==> src/core/radio_cfg_regs.vh <==
// Register offsets, reset values and field positions of the radio config bank
//
// Notes on behaviour
// - Modem family bit 7 of mode register changes only while sleeping.
// - Keying field bits 6-5: 00 FSK, 01 OOK, 10 and 11 reserved.
// - Mode bit 3 picks low or high band test bank from 0x61 up.
// - State field bits 2-0 encode sleep through receive; 111 reserved.
// - Symbol rate is crystal over divider plus fraction sixteenths.
// - Deviation word is upper bits 5-0 and lower byte; bits 7-6 reserved.
// - Reset reloads every register with its listed reset value.
// - Register 0x35 holds queue threshold and start condition, reset 0x0F.
// - 0x3E reports lock, timeout, signal flags; 0x3F FIFO and supply.
// - 0x40 maps pins zero to three, 0x41 maps pins four and five.
// - 0x42 returns a fixed silicon revision code.
`ifndef RADIO_CFG_REGS_VH
`define RADIO_CFG_REGS_VH
// ----------------------------------------------------------------------
// Offsets
// ----------------------------------------------------------------------
`define A_FIFO 7'h00
`define A_OPMODE 7'h01
`define A_RATE_HI 7'h02
`define A_RATE_LO 7'h03
`define A_DEV_HI 7'h04
`define A_DEV_LO 7'h05
`define A_PKT2 7'h31
`define A_PAYLOAD 7'h32
`define A_NODE 7'h33
`define A_BCAST 7'h34
`define A_QTHR 7'h35
`define A_SEQ1 7'h36
`define A_SEQ2 7'h37
`define A_TRES 7'h38
`define A_T1 7'h39
`define A_T2 7'h3A
`define A_IMGCAL 7'h3B
`define A_TEMP 7'h3C
`define A_SUPPLY 7'h3D
`define A_FLAGS1 7'h3E
`define A_FLAGS2 7'h3F
`define A_MAP_LO 7'h40
`define A_MAP_HI 7'h41
`define A_REV 7'h42
`define A_HOP 7'h44
`define A_REFSEL 7'h4B
`define A_PAHI 7'h4D
`define A_OLDTEMP 7'h5B
`define A_FRAC 7'h5D
`define A_GREF 7'h61
`define A_GTH1 7'h62
`define A_GTH2 7'h63
`define A_GTH3 7'h64
`define A_SLOOP 7'h70
// ----------------------------------------------------------------------
// Reset values (unprinted ones taken as zero)
// ----------------------------------------------------------------------
`define R_OPMODE 8'h09
`define R_RATE_HI 8'h1A
`define R_RATE_LO 8'h0B
`define R_DEV_HI 8'h00
`define R_DEV_LO 8'h52
`define R_QTHR 8'h0F
`define R_IMGCAL 8'h82
`define R_FLAGS2 8'h40
`define R_HOP 8'h2D
`define R_REFSEL 8'h09
`define R_PAHI 8'h84
`define R_FRAC 8'h00
`define R_GREF 8'h13
`define R_GTH1 8'h0E
`define R_GTH2 8'h5B
`define R_SLOOP 8'hD0
`define R_ZERO 8'h00
// ----------------------------------------------------------------------
// Fields
// ----------------------------------------------------------------------
`define B_SPREAD 7
`define B_LOWBAND 3
`define ST_SLEEP 3'h0
`define ST_RSVD7 3'h7
`define DEV_HI_MASK 8'h3F
`define FLAGS2_EMPTY_BIT 6
`define FLAGS2_FULL_BIT 7
`define F_KEY 6:5
`define F_STATE 2:0
`define B_RSVD4 4
`define F_FRAC 3:0
`define F_DEV_HI 5:0
`define R_STATE 3'h1
`define R_LOWBAND 1'h1
`endif

==> src/core/radio_config_register_bank.v <==
// Radio configuration register bank with Avalon-MM slave and data FIFO
//
// Added by the designer: the Avalon-MM register port.
`timescale 1ns/1ps
`default_nettype none
`include "radio_cfg_regs.vh"
module radio_config_register_bank #(
    parameter FIFO_DEPTH = 64,
    parameter FIFO_AW = 6,
    parameter [7:0] REVISION_CODE = 8'hA5
) (
    input wire clk,
    input wire rst,
    input wire [6:0] address,
    input wire read,
    input wire write,
    input wire [31:0] writedata,
    input wire [3:0] byteenable,
    output reg [31:0] readdata,
    output reg waitrequest,
    input wire [7:0] die_temperature,
    input wire [7:0] stored_cal_temperature,
    input wire [7:0] flags_one_in,
    input wire [3:0] flags_two_in,
    input wire [7:0] hf_test_data,
    input wire fifo_pop,
    output reg [7:0] fifo_head,
    output reg fifo_nonempty,
    output reg spread_modem_select_ff,
    output reg [1:0] keying_scheme_select_ff,
    output reg low_band_test_bank_ff,
    output reg [2:0] state_ff,
    output reg [15:0] symbol_rate_divider_ff,
    output reg [3:0] rate_fraction_ff,
    output reg [13:0] deviation_word_ff,
    output reg [7:0] queue_threshold_ff,
    output reg [15:0] pin_map_ff
);
// Revision value is arbitrary, not any real part's code

// ----------------------------------------------------------------------
// Register storage
// ----------------------------------------------------------------------
reg [7:0] opmode_ff;
reg [7:0] rate_hi_ff;
reg [7:0] rate_lo_ff;
reg [7:0] dev_hi_ff;
reg [7:0] dev_lo_ff;
reg [7:0] pkt2_ff;
reg [7:0] payload_ff;
reg [7:0] node_ff;
reg [7:0] bcast_ff;
reg [7:0] qthr_ff;
reg [7:0] seq1_ff;
reg [7:0] seq2_ff;
reg [7:0] tres_ff;
reg [7:0] t1_ff;
reg [7:0] t2_ff;
reg [7:0] imgcal_ff;
reg [7:0] supply_ff;
reg [7:0] map_lo_ff;
reg [7:0] map_hi_ff;
reg [7:0] hop_ff;
reg [7:0] refsel_ff;
reg [7:0] pahi_ff;
reg [7:0] frac_ff;
reg [7:0] gref_ff;
reg [7:0] gth1_ff;
reg [7:0] gth2_ff;
reg [7:0] gth3_ff;
reg [7:0] sloop_ff;
reg done_ff;

// ----------------------------------------------------------------------
// FIFO
// ----------------------------------------------------------------------
reg [7:0] mem [0:FIFO_DEPTH-1];
reg [FIFO_AW-1:0] wp_ff;
reg [FIFO_AW-1:0] rp_ff;
reg [FIFO_AW:0] cnt_ff;

wire req = (read | write) & ~done_ff;
wire wr_en = write & req & byteenable[0];
wire rd_en = read & req;
wire [7:0] wd = writedata[7:0];
wire f_full = (cnt_ff == FIFO_DEPTH);
wire f_empty = (cnt_ff == 0);
// Push while full and pop while empty are dropped, not wrapped
wire push = wr_en & (address == `A_FIFO) & ~f_full;
wire bus_pop = rd_en & (address == `A_FIFO) & ~f_empty;
wire pop = bus_pop | (fifo_pop & ~f_empty & ~bus_pop);
wire [7:0] head = mem[rp_ff];

always @(posedge clk) begin
    if (push) begin
        mem[wp_ff] <= wd;
    end
end

always @(posedge clk) begin
    if (rst) begin
        wp_ff <= {FIFO_AW{1'b0}};
        rp_ff <= {FIFO_AW{1'b0}};
        cnt_ff <= {(FIFO_AW+1){1'b0}};
    end else begin
        if (push) begin
            wp_ff <= wp_ff + 1'b1;
        end
        if (pop) begin
            rp_ff <= rp_ff + 1'b1;
        end
        if (push & ~pop) begin
            cnt_ff <= cnt_ff + 1'b1;
        end else if (pop & ~push) begin
            cnt_ff <= cnt_ff - 1'b1;
        end
    end
end

// ----------------------------------------------------------------------
// Mode register write filter
// ----------------------------------------------------------------------
reg [7:0] nxt_opmode;
always @* begin
    nxt_opmode = opmode_ff;
    nxt_opmode[`F_KEY] = wd[`F_KEY];
    nxt_opmode[`B_LOWBAND] = wd[`B_LOWBAND];
    // Reserved code would leave the state machine undefined; keep old
    if (wd[`F_STATE] != `ST_RSVD7) begin
        nxt_opmode[`F_STATE] = wd[`F_STATE];
    end
    if (opmode_ff[`F_STATE] == `ST_SLEEP) begin
        nxt_opmode[`B_SPREAD] = wd[`B_SPREAD];
    end
    nxt_opmode[`B_RSVD4] = 1'b0;
end

// ----------------------------------------------------------------------
// Register writes
// ----------------------------------------------------------------------
always @(posedge clk) begin
    if (rst) begin
        opmode_ff <= `R_OPMODE;
        rate_hi_ff <= `R_RATE_HI;
        rate_lo_ff <= `R_RATE_LO;
        dev_hi_ff <= `R_DEV_HI;
        dev_lo_ff <= `R_DEV_LO;
        pkt2_ff <= `R_ZERO;
        payload_ff <= `R_ZERO;
        node_ff <= `R_ZERO;
        bcast_ff <= `R_ZERO;
        qthr_ff <= `R_QTHR;
        seq1_ff <= `R_ZERO;
        seq2_ff <= `R_ZERO;
        tres_ff <= `R_ZERO;
        t1_ff <= `R_ZERO;
        t2_ff <= `R_ZERO;
        imgcal_ff <= `R_IMGCAL;
        supply_ff <= `R_ZERO;
        map_lo_ff <= `R_ZERO;
        map_hi_ff <= `R_ZERO;
        hop_ff <= `R_HOP;
        refsel_ff <= `R_REFSEL;
        pahi_ff <= `R_PAHI;
        frac_ff <= `R_FRAC;
        gref_ff <= `R_GREF;
        gth1_ff <= `R_GTH1;
        gth2_ff <= `R_GTH2;
        gth3_ff <= `R_ZERO;
        sloop_ff <= `R_SLOOP;
    end else if (wr_en) begin
        case (address)
            `A_OPMODE: opmode_ff <= nxt_opmode;
            `A_RATE_HI: rate_hi_ff <= wd;
            `A_RATE_LO: rate_lo_ff <= wd;
            `A_DEV_HI: dev_hi_ff <= wd;
            `A_DEV_LO: dev_lo_ff <= wd;
            `A_PKT2: pkt2_ff <= wd;
            `A_PAYLOAD: payload_ff <= wd;
            `A_NODE: node_ff <= wd;
            `A_BCAST: bcast_ff <= wd;
            `A_QTHR: qthr_ff <= wd;
            `A_SEQ1: seq1_ff <= wd;
            `A_SEQ2: seq2_ff <= wd;
            `A_TRES: tres_ff <= wd;
            `A_T1: t1_ff <= wd;
            `A_T2: t2_ff <= wd;
            `A_IMGCAL: imgcal_ff <= wd;
            `A_SUPPLY: supply_ff <= wd;
            `A_MAP_LO: map_lo_ff <= wd;
            `A_MAP_HI: map_hi_ff <= wd;
            `A_HOP: hop_ff <= wd;
            `A_REFSEL: refsel_ff <= wd;
            `A_PAHI: pahi_ff <= wd;
            `A_FRAC: frac_ff <= wd;
            // Low band bank only; high band bank is outside this block
            `A_GREF: begin
                if (opmode_ff[`B_LOWBAND]) begin
                    gref_ff <= wd;
                end
            end
            `A_GTH1: begin
                if (opmode_ff[`B_LOWBAND]) begin
                    gth1_ff <= wd;
                end
            end
            `A_GTH2: begin
                if (opmode_ff[`B_LOWBAND]) begin
                    gth2_ff <= wd;
                end
            end
            `A_GTH3: begin
                if (opmode_ff[`B_LOWBAND]) begin
                    gth3_ff <= wd;
                end
            end
            `A_SLOOP: begin
                if (opmode_ff[`B_LOWBAND]) begin
                    sloop_ff <= wd;
                end
            end
            // Unlisted test addresses and read-only ones ignore writes
            default: ;
        endcase
    end
end

// ----------------------------------------------------------------------
// Read mux
// ----------------------------------------------------------------------
wire [7:0] flags2 = {f_full, f_empty, 2'b00, flags_two_in};
wire lb = opmode_ff[`B_LOWBAND];
reg [7:0] rd_byte;
always @* begin
    case (address)
        `A_FIFO: rd_byte = head;
        `A_OPMODE: rd_byte = opmode_ff;
        `A_RATE_HI: rd_byte = rate_hi_ff;
        `A_RATE_LO: rd_byte = rate_lo_ff;
        `A_DEV_HI: rd_byte = dev_hi_ff;
        `A_DEV_LO: rd_byte = dev_lo_ff;
        `A_PKT2: rd_byte = pkt2_ff;
        `A_PAYLOAD: rd_byte = payload_ff;
        `A_NODE: rd_byte = node_ff;
        `A_BCAST: rd_byte = bcast_ff;
        `A_QTHR: rd_byte = qthr_ff;
        `A_SEQ1: rd_byte = seq1_ff;
        `A_SEQ2: rd_byte = seq2_ff;
        `A_TRES: rd_byte = tres_ff;
        `A_T1: rd_byte = t1_ff;
        `A_T2: rd_byte = t2_ff;
        `A_IMGCAL: rd_byte = imgcal_ff;
        `A_TEMP: rd_byte = die_temperature;
        `A_SUPPLY: rd_byte = supply_ff;
        `A_FLAGS1: rd_byte = flags_one_in;
        `A_FLAGS2: rd_byte = flags2;
        `A_MAP_LO: rd_byte = map_lo_ff;
        `A_MAP_HI: rd_byte = map_hi_ff;
        `A_REV: rd_byte = REVISION_CODE;
        `A_HOP: rd_byte = hop_ff;
        `A_REFSEL: rd_byte = refsel_ff;
        `A_PAHI: rd_byte = pahi_ff;
        `A_OLDTEMP: rd_byte = stored_cal_temperature;
        `A_FRAC: rd_byte = frac_ff;
        `A_GREF: rd_byte = lb ? gref_ff : hf_test_data;
        `A_GTH1: rd_byte = lb ? gth1_ff : hf_test_data;
        `A_GTH2: rd_byte = lb ? gth2_ff : hf_test_data;
        `A_GTH3: rd_byte = lb ? gth3_ff : hf_test_data;
        `A_SLOOP: rd_byte = lb ? sloop_ff : hf_test_data;
        default: rd_byte = `R_ZERO;
    endcase
end

// ----------------------------------------------------------------------
// Bus handshake: one wait cycle, answer on the second edge
// ----------------------------------------------------------------------
always @(posedge clk) begin
    if (rst) begin
        done_ff <= 1'b0;
        waitrequest <= 1'b1;
        readdata <= 32'h00000000;
    end else begin
        done_ff <= req;
        waitrequest <= ~req;
        if (rd_en) begin
            readdata <= {24'h000000, rd_byte};
        end
    end
end

// ----------------------------------------------------------------------
// Outputs to the datapath
// ----------------------------------------------------------------------
always @(posedge clk) begin
    if (rst) begin
        spread_modem_select_ff <= 1'b0;
        keying_scheme_select_ff <= 2'b00;
        low_band_test_bank_ff <= `R_LOWBAND;
        state_ff <= `R_STATE;
        symbol_rate_divider_ff <= {`R_RATE_HI, `R_RATE_LO};
        rate_fraction_ff <= 4'h0;
        deviation_word_ff <= 14'h0000;
        queue_threshold_ff <= `R_QTHR;
        pin_map_ff <= 16'h0000;
        fifo_head <= 8'h00;
        fifo_nonempty <= 1'b0;
    end else begin
        spread_modem_select_ff <= opmode_ff[`B_SPREAD];
        keying_scheme_select_ff <= opmode_ff[`F_KEY];
        low_band_test_bank_ff <= opmode_ff[`B_LOWBAND];
        state_ff <= opmode_ff[`F_STATE];
        symbol_rate_divider_ff <= {rate_hi_ff, rate_lo_ff};
        rate_fraction_ff <= frac_ff[`F_FRAC];
        deviation_word_ff <= {dev_hi_ff[`F_DEV_HI], dev_lo_ff};
        queue_threshold_ff <= qthr_ff;
        pin_map_ff <= {map_hi_ff, map_lo_ff};
        fifo_head <= head;
        fifo_nonempty <= ~f_empty;
    end
end
endmodule
`default_nettype wire

==> config.mk <==
export PLATFORM = sky130hd
export DESIGN_NAME = radio_config_register_bank
export DESIGN_NICKNAME = d
export VERILOG_FILES = /design/src/core/radio_config_register_bank.v
export VERILOG_INCLUDE_DIRS = /design/src /design/src/core
export SDC_FILE = /design/constraint.sdc
export NUM_CORES = 1
export LEC_CHECK = 0
export ABC_AREA = 0
export ABC_CLOCK_PERIOD_IN_PS = 4600
export BUFFER_PORTS_ARGS = -buffer_cell sky130_fd_sc_hd__buf_2
export CORE_ASPECT_RATIO = 0.75
export CORE_MARGIN = 2
export CORE_UTILIZATION = 30
export DETAILED_ROUTE_END_ITERATION = 16
export PLACE_DENSITY = 0.46
export SLEW_MARGIN = 20
export SYNTH_ARGS = -nofsm -noshare
export SYNTH_HDL_FRONTEND = slang
export SYNTH_SLANG_ARGS = --single-unit
==> constraint.sdc <==
create_clock -name clk -period 4.6 [get_ports clk]
set_input_delay 0.69 -clock clk [delete_from_list [all_inputs] [get_ports clk]]
set_output_delay 0.69 -clock clk [all_outputs]
set_load 0.02 [all_outputs]
# Word level (Yosys, flattened, before mapping)
# Memories as Yosys holds them, arrays and structs flattened. A register that Yosys moved wholly into a read port is not among the register bits.
# Cells that the tools add are included.
dict set report classes {
  addsub 4
  n_eq_ne 35
  mux 12
  bitwise 21
  n_reduce_logical 34
}
# op count
set op_table {}
lappend op_table {{case mux 8 bit (34 select lines)} 1}
lappend op_table {{equality test 7 x 6 -> 1 bit (second input constant)} 15}
lappend op_table {{equality test 7 bit (second input constant)} 14}
lappend op_table {{AND reduction 2 bit} 23}
lappend op_table {{two-way mux 8 bit} 5}
lappend op_table {{AND reduction 3 bit} 7}
lappend op_table {{equality test 7 x 2 -> 1 bit (second input constant)} 2}
lappend op_table {{equality test 7 x 3 -> 1 bit (second input constant)} 2}
lappend op_table {{zero test 7 bit} 2}
lappend op_table {{two-way mux 7 bit} 2}
lappend op_table {{adder 6 x 1 -> 6 bit (second input constant)} 2}
lappend op_table {{bitwise AND 1 bit} 12}
lappend op_table {{two-way mux 6 bit} 2}
lappend op_table {{adder 7 x 1 -> 7 bit (second input constant)} 1}
lappend op_table {{equality test 7 x 1 -> 1 bit (second input constant)} 1}
lappend op_table {{inverter 1 bit} 7}
lappend op_table {{subtractor 7 x 1 -> 7 bit (second input constant)} 1}
lappend op_table {{zero test 3 bit} 1}
lappend op_table {{!= test 3 bit (second input constant)} 1}
lappend op_table {{two-way mux 1 bit} 2}
lappend op_table {{OR 1 bit} 2}
lappend op_table {{nonzero test 2 bit} 1}
dict set report totals {
  regBits 326
  mem_bits_rw 512
  inputBits 84
  output_inout_bits 107
  n_memories 1
}
# memory words word_bits read_ports rd_clocked_by_memory_dff write_ports line
set mem_list {}
lappend mem_list {mem 64 8 1 1 1 radio_config_register_bank.v:77} ;# reg [7:0] mem [0:FIFO_DEPTH-1];

# Depth between registers and ports, before layout
# Gate-level depths: netlist of run 1.
dict set report logic_depth {
  depth_word 11
  depth_mapped 15
  depth_no_buf 14
}

# Least setup slack after synthesis of run 1
# Ideal clock, no wire load.
dict set report synth_timing {
  kind {input port to flip-flop}
  start {in address[3]}
  end {reg cnt_ff[6]}
  t_arrival_ns 3.409
  required_ns 4.530
  setup_slack_ns 1.120
  path_stages 15
  path_buffers 2
  cell_sequence {buf_2 nor4_2 and2_1 and3_1 buf_2 ha_1 inv_1 fa_1 a21o_1 a21oi_1 o21bai_1 a21oi_1 xnor2_1 or3_1 a21oi_1}
}
dict set report synth_between {
  word_cells_on_any_way 14
  classes_between {1 x mux; 11 x bitwise; 2 x reduce/logical}
}
# element line
set synth_lines {}
lappend synth_lines {{from (decl)} radio_config_register_bank.v:14} ;# input wire [6:0] address,
lappend synth_lines {{zero test 7 bit *} -}
lappend synth_lines {{bitwise AND 1 bit * (2 in a row)} radio_config_register_bank.v:89} ;# wire push = wr_en & (address == `A_FIFO) & ~f_full;
lappend synth_lines {{net push} radio_config_register_bank.v:89}
lappend synth_lines {{inverter 1 bit} radio_config_register_bank.v:114} ;# end else if (pop & ~push) begin
lappend synth_lines {{bitwise AND 1 bit} radio_config_register_bank.v:114}
lappend synth_lines {{nonzero test 2 bit (no line)} -}
lappend synth_lines {{to (signal assigned)} radio_config_register_bank.v:104} ;# cnt_ff <= {(FIFO_AW+1){1'b0}};
lappend synth_lines {{to (signal assigned)} radio_config_register_bank.v:113} ;# cnt_ff <= cnt_ff + 1'b1;
lappend synth_lines {{to (signal assigned)} radio_config_register_bank.v:115} ;# cnt_ff <= cnt_ff - 1'b1;
lappend synth_lines {{to (decl)} radio_config_register_bank.v:80} ;# reg [FIFO_AW:0] cnt_ff;
# Mark *: on every way through the listed nets, which the timed path passes. The rest lies on a longest branch.
# A chain may end at the register's enable or synchronous reset.

# Final worst setup path of run 1
dict set report layout_timing {
  start {reg cnt_ff[0]}
  end {reg cnt_ff[6]}
}
dict set report layout_between {
  elab_chain_cells 9
  word_cells_on_any_way 19
  classes_between {2 x add/sub; 1 x eq/ne; 2 x mux; 12 x bitwise; 2 x reduce/logical}
}
# element line
set layout_rtl {}
lappend layout_rtl {{zero test 7 bit} radio_config_register_bank.v:87} ;# wire f_empty = (cnt_ff == 0);
lappend layout_rtl {{inverter 1 bit} {radio_config_register_bank.v:90, radio_config_register_bank.v:91}}
lappend layout_rtl {{bitwise AND 1 bit} radio_config_register_bank.v:90} ;# wire bus_pop = rd_en & (address == `A_FIFO) & ~f_empty;
lappend layout_rtl {{inverter 1 bit} radio_config_register_bank.v:91} ;# wire pop = bus_pop | (fifo_pop & ~f_empty & ~bus_pop);
lappend layout_rtl {{bitwise AND 1 bit} radio_config_register_bank.v:91}
lappend layout_rtl {{OR 1 bit} radio_config_register_bank.v:91}
lappend layout_rtl {{inverter 1 bit} radio_config_register_bank.v:112} ;# if (push & ~pop) begin
lappend layout_rtl {{bitwise AND 1 bit} radio_config_register_bank.v:112}
lappend layout_rtl {{two-way mux 7 bit or nonzero test 2 bit (tied branches)} -}
# Several ways; a longest one is shown, not always the timed one. The select of a mux whose other input is x is not followed.

==> results.md, run 1 <==
- Status: finished, final reports clean
- RSZ-0062 raised after global routing: no
- Worst-Margin Slew: 1.14 ns
- Final HPWL DP: 78.5 mm
- Synth Area per Inst: 13.1 µm²
- CTS clk-pin slew, worst paths: 0.06 ns
- Cts hold-fix bufs: 0
- Multi-input logic area: 11400 µm²
- Reg2reg start: cnt_ff[0]$_SDFFE_PP0P_
- Fin util: 0.352
- Tot GR Track Use: 0.192
- H-tree depth: 3
- Via Count: 22900
- Net count, final: 2902
- Max-cap violations: 0
- Async S/R FF share, synth: 0
- Vias per cell: 5.21
- Worst setup SP type: flop
- Post-synthesis cell area: 34500 µm²
- Initial core utilization: 0.303
- Core area: 114000 µm²
- Total CTS buffers: 88
- Die area: 118000 µm²
- Drt drc: 0
- Vias in the first global route: 22300
- Final Hold Fails: 0
- Die Span X: 395 µm
- I/O Buffers: 139
- Worst Hold Class: in2reg
- First-pass GRT wire length: 165 mm
- Grt met2 use: 0.270
- Vert. Die Dim: 297 µm
- Critical hold path startpoint: read
- Total wire length: 115 mm
- Maximum vdd drop: 256 µV
- PostCTS Resize Cnt: 0
- Routed len/inst: 26.1 µm
- Tcrit/Tclk final: 0.802
- Crit. Startpoint: cnt_ff[0]$_SDFFE_PP0P_
- Clock Skew: 0.0473 ns
- Antenna viol nets, final: 0
- Pre-CTS WS: 0.556 ns
- Synth Flop Type: edfxtp_1
- Root Buffer: clkbuf_16
- Area growth, synth to finish: 16.2%
- Final Cell Area: 40000 µm²
- Maximum clock rate: 271 MHz
- Worst-case clock buffer depth: 3
- Crit path required time: 5.20 ns
- Antenna diodes: 0
- Slew Limit Headroom: 0.239
- Placed Area: 37100 µm²
- Yosys warnings: 0
- Initial antenna violation count: 6
- I/O Pins: 191
- Share of layout cells above drive strength 1: 0.190
- Pwr dens: 443 nW/µm²
- First-pass iteration count of the detailed router: 5
- Final Wtd Congestion: 0.962
- CTS sink cnt: 844
- Largest cells by area after synthesis: edfxtp_1 45%, dfxtp_1 19%, mux4_2 6.0%
- Met1 Use GR: 0.296
- CP Capture Type: flop
- Register area share after synthesis: 0.639
- Setup violations, final: 0
- Most common cell after layout, fill and taps aside: edfxtp_1
- Clk Latency, worst-skew pair: 0.69 ns
- Number of synthesized register bits: 844
- Setup ws final: 0.909 ns
- Post-synth EDFFs: 512
- Area leader, netlist: edfxtp_1
- Mapped Cells: 2637
- Layout filler cell count: 11000
- Gr ovfl total: 0
- Yosys cell types: 87
- Row Count: 107
- TNS Setup: 0 ns
- Slew Limit Fails: 0
- Yosys top cell area share: 0.446
- Most frequent cells in the layout: 512 x edfxtp_1, 329 x dfxtp_1, 309 x nand2_1
- Postcts setup bufs: 0
- CTS tree: done
- Leakage: 0.0135 µW
- Iteration-0 DRC Markers: 2127
- Tmin final: 3.69 ns
- Register area: 22000 µm²
- Data arrival, critical path: 4.29 ns
- Worst-path fanout max: 7
- M3 GR Usage: 0.0440
- GRT busiest layer: met1
- Largest net degree at the start of global routing: 127
- Critical path type: reg2reg
## per-layer routing
metal / vias up / part of all wire / routed length [µm]
met2: 830 / 0.42 / 47800
met1: 11800 / 0.49 / 56400
li1: 10100 / - / -
met4: 4 / 0.020 / 2280
met5: - / 0.00023 / 26
met3: 159 / 0.074 / 8540
## area by class of cell
class,instances,share of cell area
clock inverter,51,0.0144
timing repair buffer,263,0.0426
multi-input combinational,1598,0.284
tap,1526,0.0477
clock buffer,109,0.0593
sequential,844,0.550
inverter,13,0.00122
## flip-flops by register name (all words and copies together), names as in the netlist, 14 cells and up, named ones only
| register | flops |
|---|---|
| mem | 512 |
| deviation_word_ff | 14 |
| symbol_rate_divider_ff | 16 |
| pin_map_ff | 16 |
## cell usage after synthesis (all sizes together), types with 6 or more instances
| master | count |
|---|---|
| clkbuf | 99 |
| and2 | 11 |
| a2111oi | 9 |
| o211ai | 9 |
| a32oi | 20 |
| xnor2 | 9 |
| a211o | 7 |
| edfxtp | 512 |
| mux4 | 98 |
| a221oi | 29 |
| a221o | 7 |
| o22ai | 18 |
| nor2 | 243 |
| a21oi | 141 |
| nor4 | 18 |
| o21ai | 38 |
| o32ai | 6 |
| xor2 | 7 |
| nand2b | 14 |
| buf | 104 |
| a22oi | 37 |
| a21o | 13 |
| ha | 9 |
| and3 | 14 |
| mux2 | 19 |
| a22o | 15 |
| or2 | 16 |
| nor3 | 23 |
| nor3b | 9 |
| nor2b | 80 |
| nand3 | 49 |
| mux2i | 173 |
| a211oi | 19 |
| inv | 13 |
| dfxtp | 332 |
| nand3b | 32 |
| nand2 | 309 |
| nand4 | 11 |
## final timing paths
kind	endpoint	slack, ns	cells past startpoint
setup reg to reg	cnt_ff[6]$_SDFFE_PP0P_	0.91	14
setup / recovery	cnt_ff[6]$_SDFFE_PP0P_	0.91	14
hold reg to reg	imgcal_ff[5]$_SDFFE_PP0P_	0.45	2
hold / removal	done_ff$_SDFF_PP0_	0.29	2
## cells by family (layout without fill, tap and decap cells)
group,after synthesis,after routing,synth area share
compound gates,406,406,0.0803
xor+xnor,16,16,0.00407
fa+ha+maj,10,10,0.00385
buf+inv,218,436,0.0338
flops,844,844,0.639
mux,290,290,0.121
other cells,1,24,0.000109
simple gates,852,852,0.118
## worst max-delay path, stage by stage, from the launching register on
cell and delay [ns]:
dfxtp_1 0.36, nor4_1 0.44, and3b_1 0.39, nor2_1 0.11
inv_1 0.09, ha_1 0.31, inv_1 0.23, fa_1 0.45
a21o_1 0.18, a21oi_1 0.21, o21bai_1 0.09, a21oi_1 0.20
xnor2_1 0.10, or3_1 0.31, a21oi_1 0.14
## power by group
| group | switching (µW) | leakage (µW) | internal, µW |
|---|---|---|---|
| Clock | 3110 | 0.00143 | 4200 |
| Sequential | 164 | 0.00728 | 8070 |
| Combinational | 1260 | 0.00478 | 915 |
## metrics by stage
step	total power, µW	hold slack (ns)	std cells
2_1_floorplan	9890	0.432	2660
3_3_place_gp	10600	0.439	4244
3_5_place_dp	10600	0.445	4244
4_1_cts	17900	0.250	4404
5_1_grt	18300	0.284	4404
6_report	17700	0.289	4404
(Power assumes the default switching activity.)
==> run 2, diff against run 1 <==
--- a/config.mk
+++ b/config.mk
@@ -7,7 +7,7 @@
 export NUM_CORES = 1
 export LEC_CHECK = 0
 export ABC_AREA = 0
-export ABC_CLOCK_PERIOD_IN_PS = 4600
+export ABC_CLOCK_PERIOD_IN_PS = 3700
 export BUFFER_PORTS_ARGS = -buffer_cell sky130_fd_sc_hd__buf_2
 export CORE_ASPECT_RATIO = 0.75
 export CORE_MARGIN = 2
==> constraint.sdc (replaced) <==
create_clock -name clk -period 3.7 [get_ports clk]
set_input_delay 0.555 -clock clk [delete_from_list [all_inputs] [get_ports clk]]
set_output_delay 0.555 -clock clk [all_outputs]
set_load 0.02 [all_outputs]
==> results.md, run 2 (same netlist as run 1, synthesis figures left out) <==
- Worst-case clock buffer depth: 3 (unchanged)
- Final Wtd Congestion: 0.966 (was 0.962)
- Routed len/inst: 26.0 µm (was 26.1 µm)
- H-tree depth: 3 (unchanged)
- Worst Hold Class: in2reg (unchanged)
- # placed instances: 4328 (was 4244)
- Gr ovfl total: 0 (unchanged)
- Setup ws final: 0.524 ns (was 0.909 ns)
- Die area: 118000 µm² (unchanged)
- PostCTS Resize Cnt: 0 (unchanged)
- Largest register FFs: 512 (unchanged)
- I/O Buffers: 139 (unchanged)
- Critical Path Sink: fifo_head[0]$_SDFF_PP0_ (was cnt_ff[6]$_SDFFE_PP0P_)
- Final Hold Fails: 0 (unchanged)
- GRT busiest layer: met1 (unchanged)
- Antenna viol nets, final: 0 (unchanged)
- Clk Latency, worst-skew pair: 0.70 ns (was 0.69 ns)
- Iteration-0 DRC Markers: 2673 (was 2127)
- Tmin final: 3.18 ns (was 3.69 ns)
- Maximum vdd drop: 381 µV (was 256 µV)
- Clock Skew: 0.0233 ns (was 0.0473 ns)
- Via Count: 23300 (was 22900)
- Final Power: 22200 µW (was 17700 µW)
- Slew Limit Fails: 0 (unchanged)
- I/O Pins: 191 (unchanged)
- Maximum clock rate: 315 MHz (was 271 MHz)
- Critical path type: reg2reg (unchanged)
- Met1 Use GR: 0.299 (was 0.296)
- Die Span X: 395 µm (unchanged)
- Leakage: 0.0140 µW (was 0.0135 µW)
- Worst setup SP type: flop (unchanged)
- Share of layout cells above drive strength 1: 0.213 (was 0.190)
- CP Capture Type: flop (unchanged)
- First-pass GRT wire length: 167 mm (was 165 mm)
- Biggest regs: mem x512, pin_map_ff x16, symbol_rate_divider_ff x16 (unchanged)
- Slew Limit Headroom: 0.186 (was 0.239)
- Row Count: 107 (unchanged)
- Worst-Margin Slew: 1.21 ns (was 1.14 ns)
- R2r setup slk: 0.52 ns (was 0.91 ns)
- Worst hold slack: 0.121 ns (was 0.289 ns)
- Critical hold path startpoint: read (unchanged)
- RSZ-0062 raised after global routing: no (unchanged)
- Root Buffer: clkbuf_16 (unchanged)
- Vert. Die Dim: 297 µm (unchanged)
- M3 GR Usage: 0.0472 (was 0.0440)
- Drt drc: 0 (unchanged)
- Worst reg2reg endpoint: fifo_head[0]$_SDFF_PP0_ (was cnt_ff[6]$_SDFFE_PP0P_)
- Most flops, register: mem (unchanged)
- Vias in the first global route: 22800 (was 22300)
- CTS sink cnt: 844 (unchanged)
- Initial core utilization: 0.303 (unchanged)
- Core area: 114000 µm² (unchanged)
- Max-cap violations: 0 (unchanged)
- Final HPWL DP: 80.9 mm (was 78.5 mm)
- Worst-path fanout max: 30 (was 7)
- CTS tree: done (unchanged)
- Postcts setup bufs: 0 (unchanged)
- Largest net degree at the start of global routing: 134 (was 127)
- First-pass iteration count of the detailed router: 7 (was 5)
- Tot GR Track Use: 0.196 (was 0.192)
- CTS clk-pin slew, worst paths: 0.06 ns (about the same)
- Total CTS buffers: 91 (was 88)
- Final cell count without fillers: 4498 (was 4404)
- Area growth, synth to finish: 18.2% (was 16.2%)
- Status: finished, final reports clean (unchanged)
- Setup violations, final: 0 (unchanged)
- Worst R2R Path Depth: 7 (was 14)
- Crit path required time: 4.22 ns (was 5.20 ns)
- Cts hold-fix bufs: 0 (unchanged)
- Initial antenna violation count: 7 (was 6)
- Tcrit/Tclk final: 0.858 (was 0.802)
- Most frequent cells in the layout: 512 x edfxtp_1, 329 x dfxtp_1, 309 x nand2_1 (unchanged)
- TNS Setup: 0 ns (unchanged)
- Vias per cell: 5.18 (was 5.21)
- Data arrival, critical path: 3.70 ns (was 4.29 ns)
- Net count, final: 2989 (was 2902)
- Grt met2 use: 0.277 (was 0.270)
- Total wire length: 117 mm (was 115 mm)
- Pre-CTS WS: 0.148 ns (was 0.556 ns)
- Pwr dens: 546 nW/µm² (was 443 nW/µm²)
- Most common cell after layout, fill and taps aside: edfxtp_1 (unchanged)
==> run 2: through the flow <==
stage / utilization / area (µm²)
6_report: 0.358 / 40700
2_1_floorplan: - / 34500
3_5_place_dp: 0.332 / 37700
3_3_place_gp: 0.332 / 37700
5_1_grt: 0.358 / 40700
4_1_cts: 0.358 / 40700
==> run 2: worst min-delay path by stage <==
| stage | endpoint | slack, ns | depth (start not counted) |
|---|---|---|---|
| 5_1_grt | done_ff$_SDFF_PP0_ | 0.11 | 2 |
| 4_1_cts | done_ff$_SDFF_PP0_ | 0.08 | 2 |
| 3_3_place_gp | gref_ff[6]$_SDFFE_PP0P_ | 0.44 | 2 |
| 3_5_place_dp | imgcal_ff[5]$_SDFFE_PP0P_ | 0.45 | 2 |
| 6_report | done_ff$_SDFF_PP0_ | 0.12 | 2 |
| 2_1_floorplan | imgcal_ff[5]$_SDFFE_PP0P_ | 0.43 | 2 |
==> run 2: per-layer routing <==
metal,vias up,part of all wire
li1,10300,-
met1,11900,0.47
met2,920,0.42
met3,148,0.087
met4,2,0.019
met5,-,0.000086
==> run 2: worst max-delay path, cell delays in order (launching register included) <==
cell,delay (ns)
dfxtp_4,0.78
nor2b_2,0.33
buf_4,0.28
a221oi_1,0.62
nand2_1,0.14
a21oi_1,0.21
o21ai_0,0.14
a21oi_1,0.48
==> run 2: layout make-up <==
class                   instances  area (µm²)
diodes                          3        7.51
clock buffers                 114        2390
clock inverters                53         594
fillers                     10900       72900
inverters                      13        48.8
multi-input cells            1598       11400
flip-flops and latches        844       22000
well taps                    1526        1910
repair buffers                347        2360
==> run 2: report_power, final <==
group | total [µW] | internal [µW] | switching [µW]
combinational | 2800 | 1230 | 1580
clock | 9230 | 5310 | 3910
sequential | 10200 | 10000 | 177
total | 22200 | 16600 | 5670
==> run 3, diff against run 2 <==
--- a/config.mk
+++ b/config.mk
@@ -6,14 +6,16 @@
 export SDC_FILE = /design/constraint.sdc
 export NUM_CORES = 1
 export LEC_CHECK = 0
-export ABC_AREA = 0
+export ABC_AREA = 1
 export ABC_CLOCK_PERIOD_IN_PS = 3700
 export BUFFER_PORTS_ARGS = -buffer_cell sky130_fd_sc_hd__buf_2
 export CORE_ASPECT_RATIO = 0.75
 export CORE_MARGIN = 2
 export CORE_UTILIZATION = 30
+export CTS_CLUSTER_DIAMETER = 120
 export DETAILED_ROUTE_END_ITERATION = 16
 export PLACE_DENSITY = 0.46
+export SKIP_LAST_GASP = 1
 export SLEW_MARGIN = 20
 export SYNTH_ARGS = -nofsm -noshare
 export SYNTH_HDL_FRONTEND = slang
==> results.md, run 3 <==
- Final Wtd Congestion: 0.957 (was 0.966)
- Worst R2R Path Depth: 18 (was 7)
- H-tree depth: 3 (unchanged)
- Net count, final: 3961 (was 2989)
- Yosys top cell area share: 0.443 (was 0.446)
- Routed len/inst: 21.4 µm (was 26.0 µm)
- Slew Limit Fails: 0 (unchanged)
- Cts hold-fix bufs: 0 (unchanged)
- Async S/R FF share, synth: 0 (unchanged)
- CTS tree: done (unchanged)
- Number of synthesized register bits: 844 (unchanged)
- Critical path type: reg2reg (unchanged)
- Initial core utilization: 0.301 (was 0.303)
- CP Capture Type: flop (unchanged)
- Tot GR Track Use: 0.194 (was 0.196)
- Core area: 115000 µm² (was 114000 µm²)
- Slew Limit Headroom: 0.340 (was 0.186)
- Biggest regs: mem x512, pin_map_ff x16, symbol_rate_divider_ff x16 (unchanged)
- Iteration-0 DRC Markers: 2584 (was 2673)
- Worst Hold Class: in2reg (unchanged)
- Crit path required time: 4.28 ns (was 4.22 ns)
- Most flops, register: mem (unchanged)
- Crit. Startpoint: cnt_ff[0]$_SDFFE_PP0P_
- Worst-Margin Slew: 0.983 ns (was 1.21 ns)
- Worst reg2reg endpoint: cnt_ff[6]$_SDFFE_PP0P_ (was fifo_head[0]$_SDFF_PP0_)
- Fin util: 0.352 (was 0.358)
- Tcrit/Tclk final: 0.795 (was 0.858)
- Leakage: 0.0155 µW (was 0.0140 µW)
- Gr ovfl total: 0 (unchanged)
- Final HPWL DP: 76.1 mm (was 80.9 mm)
- TNS Setup: 0 ns (unchanged)
- Pre-CTS WS: 0.411 ns (was 0.148 ns)
- RSZ-0062 raised after global routing: no (unchanged)
- CTS clk-pin slew, worst paths: 0.06 ns (about the same)
- Antenna viol nets, final: 0 (unchanged)
- Die area: 119000 µm² (was 118000 µm²)
- Reg2reg start: cnt_ff[0]$_SDFFE_PP0P_
- Vias in the first global route: 24700 (was 22800)
- Clk Latency, worst-skew pair: 0.69 ns (was 0.70 ns)
- I/O Buffers: 139 (unchanged)
- Maximum clock rate: 340 MHz (was 315 MHz)
- Vert. Die Dim: 299 µm (was 297 µm)
- Synth Area per Inst: 9.37 µm² (was 13.1 µm²)
- Top-count cell post-synth: nand2_1 (was edfxtp_1)
- Vias per cell: 4.85 (was 5.18)
- Row Count: 108 (was 107)
- Post-synth EDFFs: 512 (unchanged)
- Register area share after synthesis: 0.634 (was 0.639)
- # placed instances: 5316 (was 4328)
- Final cell count without fillers: 5481 (was 4498)
- Area growth, synth to finish: 16.9% (was 18.2%)
- Post-synthesis cell area: 34700 µm² (was 34500 µm²)
- Largest net degree at the start of global routing: 157 (was 134)
- PostCTS Resize Cnt: 0 (unchanged)
- Yosys cell types: 42 (was 87)
- First-pass iteration count of the detailed router: 6 (was 7)
- I/O Pins: 191 (unchanged)
- Pwr dens: 555 nW/µm² (was 546 nW/µm²)
- Postcts setup bufs: 0 (unchanged)
- First-pass GRT wire length: 171 mm (was 167 mm)
- Max-cap violations: 0 (unchanged)
- Worst setup SP type: flop (unchanged)
- Worst-path fanout max: 5 (was 30)
- Final Hold Fails: 0 (unchanged)
- Via Count: 26600 (was 23300)
- Clock Skew: 0.0305 ns (was 0.0233 ns)
- CTS sink cnt: 844 (unchanged)
- Largest cells by area after synthesis: edfxtp_1 44%, dfxtp_1 19%, nand2_1 12% (was edfxtp_1 45%, dfxtp_1 19%, mux4_2 6.0%)
- Status: finished, final reports clean (unchanged)
- Root Buffer: clkbuf_16 (unchanged)
- Synth Flop Type: edfxtp_1 (unchanged)
- Setup violations, final: 0 (unchanged)
- Total CTS buffers: 89 (was 91)
- Most common cell after layout, fill and taps aside: nand2_1 (was edfxtp_1)
- Data arrival, critical path: 3.52 ns (was 3.70 ns)
- Commonest cells in the netlist: 1113 x nand2_1, 529 x nand3_1, 512 x edfxtp_1 (was 512 x edfxtp_1, 332 x dfxtp_1, 309 x nand2_1)
- R2r setup slk: 0.76 ns (was 0.52 ns)
- Setup ws final: 0.760 ns (was 0.524 ns)
- Share of layout cells above drive strength 1: 0.116 (was 0.213)
- Tmin final: 2.94 ns (was 3.18 ns)
- Critical Path Sink: cnt_ff[6]$_SDFFE_PP0P_ (was fifo_head[0]$_SDFF_PP0_)
- Yosys warnings: 0 (unchanged)
- Most frequent cells in the layout: 1113 x nand2_1, 529 x nand3_1, 512 x edfxtp_1 (was 512 x edfxtp_1, 329 x dfxtp_1, 309 x nand2_1)
- Worst-case clock buffer depth: 3 (unchanged)
- Maximum vdd drop: 358 µV (was 381 µV)
- Mapped Cells: 3708 (was 2637)
- Drt drc: 0 (unchanged)
- Area leader, netlist: edfxtp_1 (unchanged)
- Initial antenna violation count: 2 (was 7)
- Die Span X: 397 µm (was 395 µm)
- Largest register FFs: 512 (unchanged)
- Total wire length: 117 mm (about the same)
[run 3: cell count changes after synthesis, sizes merged, moves of 71 or more]
cell	before	now
nand2	309	1116
nand3	49	535
inv	13	194
mux2i	173	0
o21ai	38	178
mux4	98	0
nor2b	80	0
a21oi	141	212
[run 3: cell families after synthesis]
logic type | synth area share
AO/OA/AOI/OAI | 0.0710
XOR/XNOR | 0.00101
adder cells (fa/ha/maj) | 0.00382
buffers and inverters | 0.0518
flip-flops | 0.634
other | 0.000108
AND/OR/NAND/NOR | 0.238
[run 3: worst min path at each step]
stage                                          start                                     to  slack (ns)  depth (start not counted)
after floorplan           rate_lo_ff[0]$_SDFFE_PP1P_   symbol_rate_divider_ff[0]$_SDFF_PP1_        0.40                          2
after global placement    rate_hi_ff[4]$_SDFFE_PP1P_  symbol_rate_divider_ff[12]$_SDFF_PP1_        0.43                          2
after detailed placement  rate_hi_ff[4]$_SDFFE_PP1P_  symbol_rate_divider_ff[12]$_SDFF_PP1_        0.43                          2
after CTS                                      write                     done_ff$_SDFF_PP0_        0.15                          3
after global routing                            read                     done_ff$_SDFF_PP0_        0.18                          3
final                                          write                     done_ff$_SDFF_PP0_        0.18                          3
[run 3: where the power goes]
group	internal, µW	total [µW]	switching [µW]
clock	5120	9090	3960
sequential	10000	10100	88.8
combinational	883	3340	2450
total	16000	22500	6500
[run 3: final cells by class]
cell class	instances	area [µm²]
Antenna cell	1	2.50
Clock buffer	122	2580
Clock inverter	42	378
Fill cell	11700	74700
Inverter	199	757
Multi-Input combinational cell	2460	11000
Sequential cell	844	22000
Tap cell	1540	1930
Timing Repair Buffer	273	1930
[run 3: critical path, stage by stage (launching register included)]
cell and delay (ns):
dfxtp_1 0.36, nor2_1 0.12, nand3_1 0.11, nor2_1 0.16, inv_1 0.16, nand3_1 0.10
and2_1 0.15, ha_1 0.20, inv_1 0.13, fa_1 0.43, nand3_1 0.09, nand2_1 0.08
nand2_1 0.08, nand2_1 0.05, a21oi_1 0.16, o21ai_0 0.10, a21o_1 0.18, o21ai_0 0.14
a21oi_1 0.05
[run 3: stage by stage]
| stage | area [µm²] | hold slack [ns] | power, µW |
|---|---|---|---|
| after detailed placement | 37600 | 0.434 | 13700 |
| after floorplan | 34800 | 0.400 | 12300 |
| final | 40600 | 0.178 | 22500 |
| after global routing | 40600 | 0.175 | 23500 |
| after global placement | 37600 | 0.430 | 13700 |
| after CTS | 40600 | 0.148 | 22800 |
[run 3: layer usage]
layer  track usage  part of all wire  vias to the layer above
met4        0.0354             0.016                        0
met2         0.263              0.40                      795
met1         0.310              0.51                    12900
met3        0.0433             0.074                      116
met5             0                 0                        -
li1              -                 -                    12800
